`config.mk`:
```
export PLATFORM = sky130hd
export DESIGN_NAME = adcspd_ctrl
export DESIGN_NICKNAME = d
export VERILOG_FILES = /design/src/verilog/adcspd_pkg.sv /design/src/verilog/adcspd_ctrl.sv
export SDC_FILE = /design/constraint.sdc
export NUM_CORES = 1
export LEC_CHECK = 0
export BUFFER_PORTS_ARGS = -buffer_cell sky130_fd_sc_hd__buf_2
export CAP_MARGIN = 20
export CORE_ASPECT_RATIO = 1.75
export CORE_UTILIZATION = 30
export DETAILED_ROUTE_END_ITERATION = 8
export GPL_ROUTABILITY_DRIVEN = 0
export SYNTH_ARGS = -nofsm -noshare
export SYNTH_HDL_FRONTEND = slang
export SYNTH_SLANG_ARGS = --single-unit
```
`constraint.sdc`:
```
create_clock -name CLK -period 2.7 [get_ports CLK]
set_input_delay 0.54 -clock CLK [delete_from_list [all_inputs] [get_ports CLK]]
set_output_delay 0.54 -clock CLK [all_outputs]
set_load 0.1 [all_outputs]
```
`src/verilog/adcspd_pkg.sv`:
```
/*
 Shared constants and types for the standby and power-down sequencer.
 Assumes a single 50 MHz clock; all pin timing is converted to cycles here.
*/
`default_nettype none

package adcspd_pkg;

    localparam longint CLK_PERIOD_NS = 64'h14;

    // times in their own unit (ns)
    localparam longint STBY_ACT_NS = 64'h4E20;
    localparam longint PD_PULSE_NS = 64'h7530;
    localparam longint PD_WAKE_NS = 64'h1F40;
    localparam longint SB_RDY_FAST_NS = 64'h3213D30;
    localparam longint SB_RDY_SLOW_NS = 64'h17F2FB40;

    localparam int CNT_W = 25;
    typedef logic [CNT_W-1:0] adcspd_cnt_t;

    // least time: round up, never below one cycle
    function automatic adcspd_cnt_t ns_to_cyc(input longint ns);
        longint c;
        c = (ns + CLK_PERIOD_NS - 64'h1) / CLK_PERIOD_NS;
        if (c < 64'h1) begin
            c = 64'h1;
        end
        return adcspd_cnt_t'(c);
    endfunction

    localparam adcspd_cnt_t STBY_ACT_CYC = ns_to_cyc(STBY_ACT_NS);
    localparam adcspd_cnt_t PD_PULSE_CYC = ns_to_cyc(PD_PULSE_NS);
    localparam adcspd_cnt_t PD_WAKE_CYC = ns_to_cyc(PD_WAKE_NS);
    localparam adcspd_cnt_t SB_RDY_FAST_CYC = ns_to_cyc(SB_RDY_FAST_NS);
    localparam adcspd_cnt_t SB_RDY_SLOW_CYC = ns_to_cyc(SB_RDY_SLOW_NS);

    localparam int DATA_W = 18;
    localparam int BITS_W = 5;
    typedef logic [BITS_W-1:0] adcspd_bits_t;
    localparam adcspd_bits_t DATA_BITS = 5'h12;
    localparam adcspd_bits_t SCLK_MAX = 5'h18;

    typedef struct packed {
        logic sclk;
        logic shutdown_n;
        logic speed;
    } adcspd_pins_s;

    localparam adcspd_pins_s PINS_RST = 3'h0;

    typedef enum logic [2:0] {
        ST_PDOWN,
        ST_WAKE_PD,
        ST_RUN,
        ST_STBY,
        ST_WAKE_SB
    } adcspd_state_e;

endpackage

`default_nettype wire

```
`src/verilog/adcspd_ctrl.sv`:
```
/*
 Standby and power-down sequencer of a pin-controlled delta-sigma converter,
 including the combined ready/serial-out pin and its shift-out.
 Assumes SCLK, SHUTDOWN_N and SPEED are asynchronous pins; CONV_VALID and
 CONV_DATA come from the converter core on CLK.
*/
// Operation
// - standby starts only after shift clock stays high 20 us.
// - after standby exit, new data ready after 52.51 ms or 401.8 ms.
// - shutdown low enters power-down; pulse lasts at least 30 us.
// - power-down resets all internal state.
// - power-down may abort a readback at any bit.
// - device resumes 8 us after shutdown returns high.
// - during standby the ready/data pin stays high while clock high.
// - leaving standby on clock low; first result afterwards is valid.
// - rate pin low selects slow rate, high fast; timing follows it.
`timescale 1ns/1ps
`default_nettype none

module adcspd_ctrl
    import adcspd_pkg::*;
#(
    parameter adcspd_cnt_t SB_RDY_FAST = SB_RDY_FAST_CYC,
    parameter adcspd_cnt_t SB_RDY_SLOW = SB_RDY_SLOW_CYC
) (
    input wire logic CLK,
    input wire logic RESET_N,
    input wire logic SCLK,
    input wire logic SHUTDOWN_N,
    input wire logic SPEED,
    input wire logic CONV_VALID,
    input wire logic [DATA_W-1:0] CONV_DATA,
    output logic READY_AND_SERIAL_OUT,
    output logic ANALOG_EN,
    output logic CORE_RESET_N,
    output logic STANDBY,
    output logic POWERED_DOWN,
    output logic RATE_FAST
);

    adcspd_pins_s s1_ff, s2_ff, s3_ff, stable_ff, prev_ff;
    adcspd_pins_s nxt_s1, nxt_s2, nxt_s3, nxt_stable, nxt_prev;

    // three-stage pin capture; accept a change once stages two and three agree
    always_comb begin
        nxt_s1 = {SCLK, SHUTDOWN_N, SPEED};
        nxt_s2 = s1_ff;
        nxt_s3 = s2_ff;
        nxt_stable = ((s2_ff ~^ s3_ff) & s2_ff) | ((s2_ff ^ s3_ff) & stable_ff);
        nxt_prev = stable_ff;
    end

    always_ff @(posedge CLK) begin
        if (!RESET_N) begin
            s1_ff <= PINS_RST;
            s2_ff <= PINS_RST;
            s3_ff <= PINS_RST;
            stable_ff <= PINS_RST;
            prev_ff <= PINS_RST;
        end else begin
            s1_ff <= nxt_s1;
            s2_ff <= nxt_s2;
            s3_ff <= nxt_s3;
            stable_ff <= nxt_stable;
            prev_ff <= nxt_prev;
        end
    end

    logic sclk_rise;
    adcspd_cnt_t sb_rdy_cyc;
    assign sclk_rise = stable_ff.sclk & ~prev_ff.sclk;
    assign sb_rdy_cyc = stable_ff.speed ? SB_RDY_FAST : SB_RDY_SLOW;

    adcspd_state_e state_ff, nxt_state;
    adcspd_cnt_t cnt_ff, nxt_cnt;
    adcspd_bits_t bits_ff, nxt_bits;
    logic [DATA_W-1:0] shreg_ff, nxt_shreg;
    logic dout_ff, nxt_dout;
    logic armed_ff, nxt_armed;

    always_comb begin
        nxt_state = state_ff;
        nxt_cnt = cnt_ff;
        nxt_bits = bits_ff;
        nxt_shreg = shreg_ff;
        nxt_dout = dout_ff;
        nxt_armed = armed_ff;
        case (state_ff)
            ST_PDOWN: begin
                nxt_dout = 1'b1;
                // stay down a full pulse even if the pin comes back early
                if (cnt_ff < PD_PULSE_CYC) begin
                    nxt_cnt = cnt_ff + 1'b1;
                end else if (stable_ff.shutdown_n) begin
                    nxt_state = ST_WAKE_PD;
                    nxt_cnt = '0;
                end
            end
            ST_WAKE_PD: begin
                nxt_cnt = cnt_ff + 1'b1;
                if (cnt_ff >= PD_WAKE_CYC - 1'b1) begin
                    nxt_state = ST_RUN;
                    nxt_cnt = '0;
                end
            end
            ST_RUN: begin
                if (sclk_rise && bits_ff < DATA_BITS) begin
                    nxt_dout = shreg_ff[DATA_W-1];
                    nxt_shreg = {shreg_ff[DATA_W-2:0], 1'b0};
                    nxt_bits = bits_ff + 1'b1;
                end else if (sclk_rise && bits_ff < SCLK_MAX) begin
                    nxt_dout = 1'b1;
                    nxt_bits = bits_ff + 1'b1;
                end
                // fresh result overwrites unread data
                if (CONV_VALID) begin
                    nxt_shreg = CONV_DATA;
                    nxt_dout = 1'b0;
                    nxt_bits = '0;
                    nxt_armed = 1'b1;
                end
                if (stable_ff.sclk && armed_ff) begin
                    nxt_cnt = cnt_ff + 1'b1;
                    if (cnt_ff >= STBY_ACT_CYC - 1'b1) begin
                        nxt_state = ST_STBY;
                        nxt_cnt = '0;
                        nxt_dout = 1'b1;
                        nxt_armed = 1'b0;
                        nxt_bits = '0;
                    end
                end else begin
                    nxt_cnt = '0;
                end
            end
            ST_STBY: begin
                nxt_dout = 1'b1;
                if (!stable_ff.sclk) begin
                    nxt_state = ST_WAKE_SB;
                    nxt_cnt = '0;
                end
            end
            ST_WAKE_SB: begin
                // core results while settling are dropped
                nxt_dout = 1'b1;
                nxt_cnt = cnt_ff + 1'b1;
                if (cnt_ff >= sb_rdy_cyc - 1'b1) begin
                    nxt_state = ST_RUN;
                    nxt_cnt = '0;
                    nxt_shreg = CONV_DATA;
                    nxt_dout = 1'b0;
                    nxt_bits = '0;
                    nxt_armed = 1'b1;
                end
            end
            default: begin
                nxt_state = ST_PDOWN;
                nxt_cnt = '0;
            end
        endcase
        // shutdown aborts anything, including a half-read result
        if (!stable_ff.shutdown_n && state_ff != ST_PDOWN) begin
            nxt_state = ST_PDOWN;
            nxt_cnt = '0;
            nxt_bits = '0;
            nxt_shreg = '0;
            nxt_dout = 1'b1;
            nxt_armed = 1'b0;
        end
    end

    always_ff @(posedge CLK) begin
        if (!RESET_N) begin
            state_ff <= ST_PDOWN;
            cnt_ff <= '0;
            bits_ff <= '0;
            shreg_ff <= '0;
            dout_ff <= 1'b1;
            armed_ff <= 1'b0;
        end else begin
            state_ff <= nxt_state;
            cnt_ff <= nxt_cnt;
            bits_ff <= nxt_bits;
            shreg_ff <= nxt_shreg;
            dout_ff <= nxt_dout;
            armed_ff <= nxt_armed;
        end
    end

    assign READY_AND_SERIAL_OUT = dout_ff;
    assign ANALOG_EN = (state_ff == ST_RUN) || (state_ff == ST_WAKE_SB);
    assign CORE_RESET_N = (state_ff != ST_PDOWN) && (state_ff != ST_WAKE_PD);
    assign STANDBY = (state_ff == ST_STBY);
    assign POWERED_DOWN = (state_ff == ST_PDOWN);
    assign RATE_FAST = stable_ff.speed;
endmodule

`default_nettype wire

```
* Yosys cells after proc, flatten, opt, wreduce, memory -nomap -nowiden
Index checks and enable logic that the tools add are counted.
** Storage, ports and cells
- Memories :: 0
- Word-level logic and storage cells :: 107
- ROM bits :: 0
- RAM bits :: 0
- Bits in latches :: 0
- Register bits after elaboration :: 66
- Input port bits :: 24
** Operators by class
- Bitwise logic cells :: 8
- Eq/ne operators :: 14
- Mux-type cells :: 40
- Reduce and logical (&&, ||, !) cells :: 17
- Add/sub/neg operators :: 3
- Div/mod/pow operators :: 0
- $mul :: 0
- $lt $le $gt $ge :: 6
- Shift operators :: 0
** Operators with widths (count)
- 25-bit 2-to-1 mux :: 8
- 25-bit one-hot mux with 5 select lines :: 1
- 18-bit 2-to-1 mux :: 3
- 18-bit one-hot mux with 2 select lines :: 1
- 5-bit 2-to-1 mux :: 6
- 25-bit by 1-bit adder with 25-bit output, second input constant :: 1
- 25-bit by 10-bit greater-or-equal comparator with 1-bit output, second input constant :: 1
- 25-bit greater-or-equal comparator :: 1
- 25-bit by 9-bit greater-or-equal comparator with 1-bit output, second input constant :: 1
- 25-bit by 11-bit < comparator with 1-bit output, second input constant :: 1
- 25-bit by 1-bit subtractor with 25-bit output, second input constant :: 1
- 3-bit 2-to-1 mux :: 7
- 3-bit one-hot mux with 5 select lines :: 1
- 2-bit != test, second input constant :: 6
- 5-bit < comparator, second input constant :: 2
- 1-bit 2-to-1 mux :: 10
- 5-bit one-hot mux with 2 select lines :: 1
- 7-bit AND reduction :: 1
- 3-bit bitwise AND :: 2
- 3-bit by 2-bit equality test with 1-bit output, second input constant :: 2
- 3-bit by 1-bit != test with 1-bit output, second input constant :: 2
- 3-bit nonzero test :: 2
- 5-bit by 1-bit adder with 5-bit output, second input constant :: 1
- 1-bit logical AND :: 5
- other kinds (18) :: 21

* Longest topological paths before layout
Gate-level depths: netlist of run 1.
- Depth in word-level cells :: 9
- Gate-level depth with buffers :: 11

* Worst setup path after synthesis of run 1
Ideal clock, no wire load.
- Kind :: register -> register
- Start point :: reg stable_ff, in the netlist RATE_FAST
- End point :: reg cnt_ff[14]
- Clock period less this slack :: 3.195 ns
- Path slack :: -0.495 ns
- Data arrival time :: 3.078 ns
- Cell stages (with the launch flop) :: 10
- Required time :: 2.583 ns
- Path buffers :: 2
- Path through :: dfxtp_1 inv_1 ha_1 nand4b_1 or3_1 o211ai_2 a31oi_4 buf_6 buf_6 a22o_1
** On the way
- Cells in the longest elaborated chain, start to end :: 5
** RTL lines
- from (decl) :: line adcspd_ctrl.sv:41 : adcspd_pins_s s1_ff, s2_ff, s3_ff, stable_ff, prev_ff;
- from (signal assigned) :: line adcspd_ctrl.sv:64 : stable_ff <= nxt_stable;
- 25-bit 2-to-1 mux :: line adcspd_ctrl.sv:72 : assign sb_rdy_cyc = stable_ff.speed ? SB_RDY_FAST : SB_RDY_SLOW;
- 25-bit by 1-bit subtractor with 25-bit output :: line adcspd_ctrl.sv:146 : if (cnt_ff >= sb_rdy_cyc - 1'b1) begin
- 25-bit greater-or-equal comparator :: line adcspd_ctrl.sv:146
- 25-bit 2-to-1 mux :: line adcspd_ctrl.sv:146
- 25-bit one-hot mux with 5 select lines :: line adcspd_ctrl.sv:88 : case (state_ff)
- to (signal assigned) :: line adcspd_ctrl.sv:181 : cnt_ff <= nxt_cnt;
- to (decl) :: line adcspd_ctrl.sv:75 : adcspd_cnt_t cnt_ff, nxt_cnt;
Every way passes these cells.
A chain may end at the register's enable or synchronous reset.

* Worst setup path in the final report of run 1
- Start point :: reg stable_ff, in the netlist RATE_FAST
- End point :: reg cnt_ff[5]
Same word-level chain as after synthesis.

==> results of run 1 <==
==> cell families (layout without fill, tap and decap cells) <==
group	Yosys count	in the layout	share of synthesized area, %
AO/OA/AOI/OAI	126	126	23.2
buffers and inverters	46	96	5.26
flip-flops	66	66	36.0
adder cells (fa/ha/maj)	15	15	5.12
XOR/XNOR	9	9	2.15
multiplexers	7	7	1.91
AND/OR/NAND/NOR	192	192	26.3
==> final cells by class <==
| type | instances | area [sq um] | share of cell area (%) |
|---|---|---|---|
| Inverter | 18 | 67.6 | 1.51 |
| Multi-Input combinational cell | 349 | 2170 | 48.5 |
| Clock inverter | 6 | 90.1 | 2.02 |
| Sequential cell | 66 | 1330 | 29.6 |
| Timing Repair Buffer | 62 | 418 | 9.35 |
| Tap cell | 137 | 171 | 3.84 |
| Clock buffer | 10 | 229 | 5.12 |
==> cells in the mapped netlist (all sizes together) (4+ instances only) <==
cell / instances / area share, %
nand3b: 4 / 0.82
a31oi: 5 / 1.3
buf: 7 / 1.3
nor4: 5 / 1.0
xnor2: 5 / 1.2
or3: 4 / 0.68
a211oi: 4 / 0.82
ha: 15 / 5.1
and2: 12 / 2.0
dfxtp: 66 / 36
o21a: 5 / 1.0
nand2: 53 / 5.5
a311oi: 19 / 4.5
inv: 18 / 1.8
nor2b: 5 / 0.85
o311ai: 4 / 0.96
a21oi: 30 / 4.2
o211ai: 4 / 0.96
mux2i: 7 / 1.9
nand4: 8 / 1.5
nor3: 5 / 0.99
nand3: 24 / 3.3
nor2: 52 / 5.3
and3: 5 / 0.85
xor2: 4 / 0.96
clkbuf: 21 / 2.2
o21ai: 38 / 5.5
==> registers in the layout (all words and copies together) (netlist names) <==
register              cells
cnt_ff                   25
shreg_ff                 18
bits_ff                   5
nxt_s2                    3
nxt_s3                    3
s3_ff                     3
state_ff                  3
nxt_prev                  2
RATE_FAST                 1
READY_AND_SERIAL_OUT      1
armed_ff                  1
prev_ff                   1
==> metal layers <==
metal  GRT usage (%)  wire (um)  vias to the layer above
li1                -          -                     1762
met5               0          0                        -
met4            12.2        348                        0
met3            2.39        289                       21
met1            15.6       3610                     1652
met2            30.8       5430                       76
==> per-stage QoR <==
stage	hold slack [ns]	power, W	utilization [%]	worst slack, ns
finish	0.415	0.00233	37.4	0.116
global route	0.423	0.00241	37.4	-0.00259
CTS	0.394	0.00237	37.4	0.0561
detailed placement	0.424	0.00110	34.7	0.0760
global placement	0.420	0.00110	34.7	0.135
floorplan	0.412	0.00106	-	0.151
==> final timing paths <==
path | startpoint | end | slack, ns | cells past startpoint
worst min-delay path | SHUTDOWN_N | nxt_s2[1]$_SDFF_PN0_ | 0.41 | 2
worst min register to register | nxt_s2[0]$_SDFF_PN0_ | nxt_s3[0]$_SDFF_PN0_ | 0.43 | 1
worst max register to register | RATE_FAST$_SDFF_PN0_ | cnt_ff[5]$_SDFFE_PP0P_ | 0.12 | 9
worst max-delay path | RATE_FAST$_SDFF_PN0_ | cnt_ff[5]$_SDFFE_PP0P_ | 0.12 | 9
==> report_power, final <==
group / total [W] / internal, W / switching (W) / leakage (nW)
clock network: 0.00125 / 0.000811 / 0.000439 / 0.153
registers: 0.000990 / 0.000983 / 0.00000721 / 0.534
logic: 0.0000920 / 0.0000387 / 0.0000533 / 0.970
total: 0.00233 / 0.00183 / 0.000500 / 1.66
==> what timing repair did <==
item                       in CTS  in global routing
setup endpoints to repair       0                 14
gates resized for setup         0                  2
setup buffers                   0                  0
==> critical path, stage by stage (launching register included) <==
cell                       delay [ns]
sky130_fd_sc_hd__dfxtp_4         0.38
sky130_fd_sc_hd__inv_1           0.11
sky130_fd_sc_hd__ha_1            0.32
sky130_fd_sc_hd__nand4b_1        0.15
sky130_fd_sc_hd__or3_1           0.46
sky130_fd_sc_hd__o211ai_2        0.30
sky130_fd_sc_hd__a31oi_4         0.14
sky130_fd_sc_hd__buf_12          0.19
sky130_fd_sc_hd__and3_1          0.17
sky130_fd_sc_hd__a221o_1         0.25
==> impl_metrics.env, run 1 <==
export IMPL_outcome="finished, final reports clean"
export IMPL_insertion_delay_of_the_later_clocked_pin_in_the_worst_skew_pair_ns=0.34
export IMPL_postSynth_topFlopCell="sky130_fd_sc_hd__dfxtp_1"
export IMPL_place_detailed_hpwl_um=7360
export IMPL_synth_lib_cells_used_distinct=59
export IMPL_io_buffer_count=29
export IMPL_synth_ff_latch_count=66
export IMPL_grt_antenna_before_repair=0
export IMPL_final_setup_skew_ns=0.0110
export IMPL_worst_path_max_fanout=30
export IMPL_drive_gt1_share_pct=18.4
export IMPL_avgViaCountPerCell=5.42
export IMPL_grt_remaining_overflow=0
export IMPL_layout_cells_most_common="sky130_fd_sc_hd__dfxtp_1"
export IMPL_first_global_vias=3546
export IMPL_dpl_cell_count=632
export IMPL_cts_num_sinks=66
export IMPL_wire_length_of_the_first_global_routing_pass_um=16400
export IMPL_fin_nets=545
export IMPL_area_growth_from_synthesis_to_final_layout_pct=21.9
export IMPL_hold_violations=0
export IMPL_tritoncts="built"
export IMPL_power_ir_vdd_worst_mv=0.291
export IMPL_grt_setup_unrepaired="true"
export IMPL_synthesis_nets=500
export IMPL_drt_pass1_iter_count=4
export IMPL_row_count=53
export IMPL_setup_violations_final=0
export IMPL_stdcell_count=648
export IMPL_max_clock_freq_ghz=0.387
export IMPL_floorplan_initialDensity_pct=30.7
export IMPL_layout_filler_cells=1252
export IMPL_timing_worst_slew_pin_value_ns=0.681
export IMPL_maxSlewViolCount=0
export IMPL_finalSetupTns_ns=0
export IMPL_antenna_diodes=0
export IMPL_startpoint_type="flip-flop"
export IMPL_synth_cell_area_sq_mm=0.00367
export IMPL_route_vias_total=3511
export IMPL_grt_start_max_net_pins=36
export IMPL_number_of_maximum_capacitance_violations=0
export IMPL_syn_avg_cell_area_sq_um=7.95
export IMPL_cts_max_level=3
export IMPL_power_density_mw_per_mm2=522
export IMPL_wl_per_cell_um=14.9
export IMPL_postCtsHoldBufs=0
export IMPL_synth_yosys_warnings=0
export IMPL_synth_async_sr_flop_share_pct=0
export IMPL_detailed_place_area_sq_mm=0.00414
export IMPL_postRouteWirelength_um=9680
export IMPL_drc=0
export IMPL_finalWorstPathRequiredPeriod_ns=2.58
export IMPL_slew_headroom_pct=54.5
export IMPL_grt_usage_pct=16.3
export IMPL_layout_common_cells="65 x sky130_fd_sc_hd__dfxtp_1, 52 x sky130_fd_sc_hd__nand2_1, 51 x sky130_fd_sc_hd__nor2_1, 31 x sky130_fd_sc_hd__buf_4"
export IMPL_synth_edff_count=0
export IMPL_endpoint_kind="flip-flop"
export IMPL_cp_data_required_time_ns=2.92
export IMPL_post_route_period_util_pct=95.7
export IMPL_layout_cell_area_non_filler_sq_mm=0.00447
export IMPL_dr_first_iter_drc_count=254
export IMPL_cts_root_to_sink_buffers=2
export IMPL_leakagePower_nw=1.66
export IMPL_count_of_antenna_violating_nets_left_after_detailed_routing=0
export IMPL_path_clk_slew_ns=0.06
export IMPL_synth_sequential_area_ratio_pct=36.0
export IMPL_full_die_area_sq_mm=0.0127
export IMPL_die_height_um=148
export IMPL_ctsRootBufferMaster="sky130_fd_sc_hd__clkbuf_16"
export IMPL_timing_hold_worst_class="in2reg"
export IMPL_cts_buffers=9
export IMPL_synth_cells=461
export IMPL_path_class="reg2reg"
export IMPL_core_area_sq_mm=0.0119
export IMPL_cp_data_arrival_time_ns=2.81
export IMPL_die_width_um=85.6
export IMPL_io_pins=30
No activity file was read; power rests on OpenSTA's default activity.
==> run 2, diff against run 1 <==
--- a/config.mk
+++ b/config.mk
@@ -11,6 +11,7 @@
 export CORE_UTILIZATION = 30
 export DETAILED_ROUTE_END_ITERATION = 8
 export GPL_ROUTABILITY_DRIVEN = 0
+export PLACE_DENSITY = 0.43
 export SYNTH_ARGS = -nofsm -noshare
 export SYNTH_HDL_FRONTEND = slang
 export SYNTH_SLANG_ARGS = --single-unit
==> run 2 against run 1 <==
  * Sequential cell count did not move
  * Clock skew down 0.0060 ns
  * Sequential share of layout area down 1.3 points
  * Final cell count grew 1.7%
  * Sequential power barely moved
  * Worst setup slack worse by 0.095 ns
==> impl_metrics.env, run 2 (same netlist as run 1, synthesis figures left out) <==
export IMPL_finalWorstPathRequiredPeriod_ns=2.68
export IMPL_io_pins=30
export IMPL_cts_num_sinks=66
export IMPL_worst_path_max_fanout=9
export IMPL_whs_ns=0.404
export IMPL_count_of_antenna_violating_nets_left_after_detailed_routing=0
export IMPL_final_setup_skew_ns=0.00505
export IMPL_largestRegisters="cnt_ff (25), shreg_ff (18), bits_ff (5)"
export IMPL_path_class="reg2reg"
export IMPL_wl_per_cell_um=16.5
export IMPL_insertion_delay_of_the_later_clocked_pin_in_the_worst_skew_pair_ns=0.34
export IMPL_first_global_vias=3455
export IMPL_grt_setup_unrepaired="true"
export IMPL_setup_reg_to_reg_worst_slack_ns=0.02
export IMPL_wire_length_of_the_first_global_routing_pass_um=17800
export IMPL_outcome="finished, final reports clean"
export IMPL_cts_root_to_sink_buffers=2
export IMPL_full_die_area_sq_mm=0.0127
export IMPL_cp_data_arrival_time_ns=2.91
export IMPL_area_growth_from_synthesis_to_final_layout_pct=27.5
export IMPL_cts_max_level=3
export IMPL_finalWorstSetupSlack_ns=0.0211
export IMPL_final_util_pct=39.2
export IMPL_timing_worst_slew_pin_value_ns=0.670
export IMPL_hold_violations=0
export IMPL_top_register="cnt_ff"
export IMPL_post_route_period_util_pct=99.2
export IMPL_launching_element_of_the_worst_setup_path="RATE_FAST$_SDFF_PN0_"
export IMPL_number_of_maximum_capacitance_violations=0
export IMPL_avgViaCountPerCell=5.44
export IMPL_internal_power_w=0.00190
export IMPL_place_detailed_hpwl_um=7910
export IMPL_ctsRootBufferMaster="sky130_fd_sc_hd__clkbuf_16"
export IMPL_grt_antenna_before_repair=0
export IMPL_power_frac_clock_pct=55.2
export IMPL_antenna_diodes=0
export IMPL_stdcell_count=659
export IMPL_switching_portion_of_total_power_pct=22.2
export IMPL_drt_pass1_iter_count=4
export IMPL_layout_filler_cells=1264
export IMPL_layout_cells_most_common="sky130_fd_sc_hd__dfxtp_1"
export IMPL_tritoncts="built"
export IMPL_crit_reg2reg_capture="cnt_ff[5]$_SDFFE_PP0P_"
export IMPL_timing_hold_worst_class="in2reg"
export IMPL_power_density_mw_per_mm2=522
export IMPL_grt_remaining_overflow=0
export IMPL_cts_buffers=9
export IMPL_row_count=53
export IMPL_path_clk_slew_ns=0.06
export IMPL_endpoint_kind="flip-flop"
export IMPL_cp_endpoint="cnt_ff[5]$_SDFFE_PP0P_"
export IMPL_maxSlewViolCount=0
export IMPL_cp_data_required_time_ns=2.93
export IMPL_power_share_sequential_pct=40.6
export IMPL_layout_common_cells="65 x sky130_fd_sc_hd__dfxtp_1, 52 x sky130_fd_sc_hd__nor2_1, 52 x sky130_fd_sc_hd__nand2_1, 38 x sky130_fd_sc_hd__buf_4"
export IMPL_setup_violations_final=0
export IMPL_worstRegToRegCells=10
export IMPL_comb_power_share_pct=4.2
export IMPL_crit_reg2reg_launch="RATE_FAST$_SDFF_PN0_"
export IMPL_postCtsHoldBufs=0
export IMPL_grt_usage_pct=18.4
export IMPL_footprint_of_the_flip_flops_and_latches_sq_mm=0.00133
export IMPL_preCtsSetupSlack_ns=-0.161
export IMPL_total_switching_power_w=0.000541
export IMPL_slew_headroom_pct=54.9
export IMPL_dpl_cell_count=634
export IMPL_route_vias_total=3586
export IMPL_largest_register_ff_count=25
export IMPL_postRouteWirelength_um=10900
export IMPL_leakagePower_nw=1.77
export IMPL_dr_first_iter_drc_count=182
export IMPL_max_clock_freq_ghz=0.373
export IMPL_power_ir_vdd_worst_mv=0.270
export IMPL_io_buffer_count=29
export IMPL_floorplan_initialDensity_pct=30.7
export IMPL_grt_start_max_net_pins=26
export IMPL_drc=0
export IMPL_die_height_um=148
export IMPL_core_area_sq_mm=0.0119
export IMPL_fin_nets=556
export IMPL_die_width_um=85.6
export IMPL_multiInputGateArea_sq_mm=0.00224
export IMPL_drive_gt1_share_pct=21.6
export IMPL_startpoint_type="flip-flop"
## run 2: critical path, stage by stage, from the launching register on
cell	delay, ns
sky130_fd_sc_hd__dfxtp_4	0.39
sky130_fd_sc_hd__clkinvlp_4	0.18
sky130_fd_sc_hd__ha_1	0.32
sky130_fd_sc_hd__nand4_1	0.14
sky130_fd_sc_hd__or3_4	0.41
sky130_fd_sc_hd__buf_4	0.15
sky130_fd_sc_hd__o211ai_4	0.26
sky130_fd_sc_hd__a31oi_4	0.14
sky130_fd_sc_hd__buf_6	0.17
sky130_fd_sc_hd__and3_1	0.16
sky130_fd_sc_hd__a221o_1	0.25
## run 2: repair_timing
item	4_1_cts	5_1_grt
buffers inserted	2	6
pin swaps	1	6
endpoints found under the setup margin	19	37
gates cloned	1	0
resized for setup	2	13
## run 2: through the flow
step | power, W | instance area, sq um | setup TNS (ns)
after global placement | 0.00111 | 4150 | 0
after global routing | 0.00254 | 4670 | -0.179
after detailed placement | 0.00111 | 4150 | -1.82
final | 0.00244 | 4670 | 0
after CTS | 0.00247 | 4540 | 0
after floorplan | 0.00106 | 3670 | 0
## run 2: final cells by class
class | instances | area share (%)
clock inverter | 6 | 2.01
clock buffer | 10 | 5.35
inverter | 18 | 1.53
timing repair buffer | 72 | 11.1
tap | 137 | 3.67
sequential | 66 | 28.4
multi-input combinational | 350 | 48.0
## run 2: power groups by stage
stage	Clock, W	Sequential, W	Combinational [W]
floorplan	0	0.00101	0.0000541
global placement	0	0.00101	0.0000993
detailed placement	0	0.00101	0.000100
CTS	0.00138	0.000990	0.000100
global route	0.00143	0.000991	0.000114
finish	0.00135	0.000990	0.000102
## run 2: worst min-delay path by stage
| stage | slack [ns] | from | depth (start not counted) | endpoint |
|---|---|---|---|---|
| 3_3_place_gp | 0.42 | nxt_s2[1]$_SDFF_PN0_ | 1 | nxt_s3[1]$_SDFF_PN0_ |
| 5_1_grt | 0.40 | SHUTDOWN_N | 2 | nxt_s2[1]$_SDFF_PN0_ |
| 4_1_cts | 0.39 | SPEED | 2 | nxt_s2[0]$_SDFF_PN0_ |
| 2_1_floorplan | 0.41 | nxt_s2[0]$_SDFF_PN0_ | 1 | nxt_s3[0]$_SDFF_PN0_ |
| 3_5_place_dp | 0.42 | nxt_s2[1]$_SDFF_PN0_ | 1 | nxt_s3[1]$_SDFF_PN0_ |
| 6_report | 0.40 | SPEED | 2 | nxt_s2[0]$_SDFF_PN0_ |
## run 2: per-layer routing
layer	share of wire, %	vias to the layer above	GRT usage [%]	routed length [um]
met5	0	-	0	0
met4	5.2	0	11.4	568
met3	3.3	31	3.55	354
met2	54	97	33.4	5820
met1	38	1679	19.1	4120
li1	-	1779	-	-
==> run 3, diff against run 2 <==
--- a/config.mk
+++ b/config.mk
@@ -11,6 +11,7 @@
 export CORE_UTILIZATION = 30
 export DETAILED_ROUTE_END_ITERATION = 8
 export GPL_ROUTABILITY_DRIVEN = 0
+export GPL_TIMING_DRIVEN = 0
 export PLACE_DENSITY = 0.43
 export SYNTH_ARGS = -nofsm -noshare
 export SYNTH_HDL_FRONTEND = slang
==> run 3 against run 2 <==
  * Global-route usage decreased by 0.60 points
  * Sequential cell count unchanged
  * Wire length increased by 0.11%
  * Non-clock buffer count decreased by 10
  * Largest cell class unchanged
  * Worst setup slack improved by 0.070 ns
  * Final cell count decreased by 1.7%
  * Register-to-register slack improved by 0.07 ns
  * Clock power decreased by 5%
  * Count of clock-buffer cells in the layout unchanged
  * Critical endpoint is now cnt_ff[10]$_SDFFE_PP0P_
  * First-iteration DRC count decreased by 36%
  * Design area decreased by 4.1%
==> impl_metrics.env, run 3 (same netlist as run 1, synthesis figures left out) <==
export IMPL_fin_nets=545
export IMPL_power_frac_clock_pct=54.0
export IMPL_crit_reg2reg_launch="cnt_ff[13]$_SDFFE_PP0P_"
export IMPL_die_height_um=148
export IMPL_crit_reg2reg_capture="cnt_ff[10]$_SDFFE_PP0P_"
export IMPL_layout_cells_most_common="sky130_fd_sc_hd__dfxtp_1"
export IMPL_footprint_of_the_flip_flops_and_latches_sq_mm=0.00133
export IMPL_leakagePower_nw=1.64
export IMPL_setup_reg_to_reg_worst_slack_ns=0.09
export IMPL_largest_register_ff_count=25
export IMPL_maxSlewViolCount=0
export IMPL_hold_violations=0
export IMPL_worstRegToRegCells=9
export IMPL_startpoint_type="flip-flop"
export IMPL_io_pins=30
export IMPL_met2_wirelength_um=6060
export IMPL_area_growth_from_synthesis_to_final_layout_pct=22.2
export IMPL_layout_common_cells="65 x sky130_fd_sc_hd__dfxtp_1, 52 x sky130_fd_sc_hd__nand2_1, 50 x sky130_fd_sc_hd__nor2_1, 30 x sky130_fd_sc_hd__buf_2, 28 x sky130_fd_sc_hd__a21oi_1"
export IMPL_avgViaCountPerCell=5.35
export IMPL_path_class="reg2reg"
export IMPL_ctsRootBufferMaster="sky130_fd_sc_hd__clkbuf_16"
export IMPL_cts_max_level=3
export IMPL_io_buffer_count=28
export IMPL_cp_data_arrival_time_ns=2.81
export IMPL_cts_num_sinks=66
export IMPL_power_density_mw_per_mm2=527
export IMPL_path_clk_slew_ns=0.06
export IMPL_worst_hold_startpoint="SPEED"
export IMPL_insertion_delay_of_the_later_clocked_pin_in_the_worst_skew_pair_ns=0.34
export IMPL_max_clock_freq_ghz=0.383
export IMPL_outcome="finished, final reports clean"
export IMPL_timing_worst_slew_pin_value_ns=1.10
export IMPL_total_switching_power_w=0.000560
export IMPL_power_ir_vdd_worst_mv=0.288
export IMPL_crit_slowest_cell="sky130_fd_sc_hd__or4_4"
export IMPL_comb_power_share_pct=4.1
export IMPL_min_delay_path_depth=2
export IMPL_slew_headroom_pct=26.0
export IMPL_setup_violations_final=0
export IMPL_full_die_area_sq_mm=0.0127
export IMPL_row_count=53
export IMPL_floorplan_initialDensity_pct=30.7
export IMPL_antenna_diodes=0
export IMPL_timing_critical_path_max_delay_family="simple AND/OR/NAND/NOR gates"
export IMPL_core_area_sq_mm=0.0119
export IMPL_topRoutingLayerUsed="met4"
export IMPL_first_global_vias=3523
export IMPL_post_route_period_util_pct=96.6
export IMPL_wire_length_of_the_first_global_routing_pass_um=17400
export IMPL_grt_usage_pct=17.8
export IMPL_terminating_pin_of_the_worst_hold_path="nxt_s2[0]$_SDFF_PN0_"
export IMPL_top_register="cnt_ff"
export IMPL_worst_path_max_fanout=10
export IMPL_endpoint_kind="flip-flop"
export IMPL_wl_per_cell_um=16.8
export IMPL_multiInputGateArea_sq_mm=0.00222
export IMPL_final_util_pct=37.5
export IMPL_number_of_maximum_capacitance_violations=0
export IMPL_route_vias_total=3468
export IMPL_grt_start_max_net_pins=14
export IMPL_grt_remaining_overflow=0
export IMPL_layout_filler_cells=1255
export IMPL_critPathMaxStageDelay_ns=0.56
export IMPL_switching_portion_of_total_power_pct=23.7
export IMPL_metal_1_wl_um=4160
export IMPL_tritoncts="built"
export IMPL_final_setup_skew_ns=0.00769
export IMPL_cts_buffers=9
export IMPL_count_of_antenna_violating_nets_left_after_detailed_routing=0
export IMPL_timing_hold_worst_class="in2reg"
export IMPL_grt_antenna_before_repair=0
export IMPL_drc=0
export IMPL_dr_first_iter_drc_count=116
export IMPL_drive_gt1_share_pct=17.2
export IMPL_die_width_um=85.6
export IMPL_cts_root_to_sink_buffers=2
export IMPL_internal_power_w=0.00180
export IMPL_whs_ns=0.403
export IMPL_crit_cells=9
export IMPL_place_detailed_hpwl_um=8100
export IMPL_cp_data_required_time_ns=2.90
export IMPL_postCtsHoldBufs=0
export IMPL_finalWorstPathRequiredPeriod_ns=2.61
export IMPL_postRouteWirelength_um=10900
export IMPL_dr_wl_met3_um=316
export IMPL_power_share_sequential_pct=41.9
export IMPL_critical_path_cell_by_cell="buf_2, or4_4, or2_4, a211oi_1, o32a_1, nor2_4, clkbuf_4, a21oi_1, mux2i_1"
export IMPL_timing_critical_path_buf_inv=2
export IMPL_drt_pass1_iter_count=4
export IMPL_largestRegisters="cnt_ff (25), shreg_ff (18), bits_ff (5)"
[run 3: per-layer routing]
layer | up-vias | track usage, %
li1 | 1756 | -
met4 | 0 | 8.08
met2 | 63 | 34.4
met5 | - | 0
met3 | 20 | 3.50
met1 | 1629 | 17.8
[run 3: worst max-delay path by stage]
stage                                   from                      end  slack (ns)
detailed placement    cnt_ff[7]$_SDFFE_PP0P_  cnt_ff[10]$_SDFFE_PP0P_       -0.35
global route         cnt_ff[13]$_SDFFE_PP0P_  cnt_ff[19]$_SDFFE_PP0P_       -0.03
floorplan           state_ff[2]$_SDFFE_PP0P_  cnt_ff[16]$_SDFFE_PP0P_        0.15
finish               cnt_ff[13]$_SDFFE_PP0P_  cnt_ff[10]$_SDFFE_PP0P_        0.09
CTS                     RATE_FAST$_SDFF_PN0_  cnt_ff[14]$_SDFFE_PP0P_       0.005
global placement      cnt_ff[7]$_SDFFE_PP0P_  cnt_ff[19]$_SDFFE_PP0P_       -0.41
[run 3: final cells by class]
| class | instances | share of cell area (%) |
|---|---|---|
| multi-input combinational | 349 | 49.7 |
| clock buffer | 10 | 5.59 |
| tap | 137 | 3.83 |
| buffer | 25 | 3.16 |
| timing repair buffer | 37 | 5.03 |
| inverter | 18 | 1.59 |
| sequential | 66 | 29.6 |
| clock inverter | 6 | 1.59 |
[run 3: stage by stage]
step	cell area, sq um	instances	power, W	setup WS (ns)	setup TNS (ns)
2_1_floorplan	3670	461	0.00106	0.151	0
3_3_place_gp	3980	626	0.00110	-0.414	-7.12
3_5_place_dp	3980	626	0.00110	-0.353	-5.98
4_1_cts	4360	643	0.00239	0.00485	0
5_1_grt	4480	648	0.00246	-0.0286	-0.0506
6_report	4480	648	0.00236	0.0915	0
[run 3: power by group through the flow]
stage | registers, W | logic [W] | clock network, W
3_5_place_dp | 0.00101 | 0.0000915 | 0
3_3_place_gp | 0.00101 | 0.0000913 | 0
4_1_cts | 0.000990 | 0.0000921 | 0.00131
5_1_grt | 0.000991 | 0.000108 | 0.00136
2_1_floorplan | 0.00101 | 0.0000541 | 0
6_report | 0.000991 | 0.0000974 | 0.00128
[run 3: repair_timing]
item | in CTS | in global routing
setup endpoints to repair | 34 | 43
gates resized for setup | 13 | 19
gates cloned | 0 | 1
pin swaps | 1 | 6
buffers inserted | 1 | 7
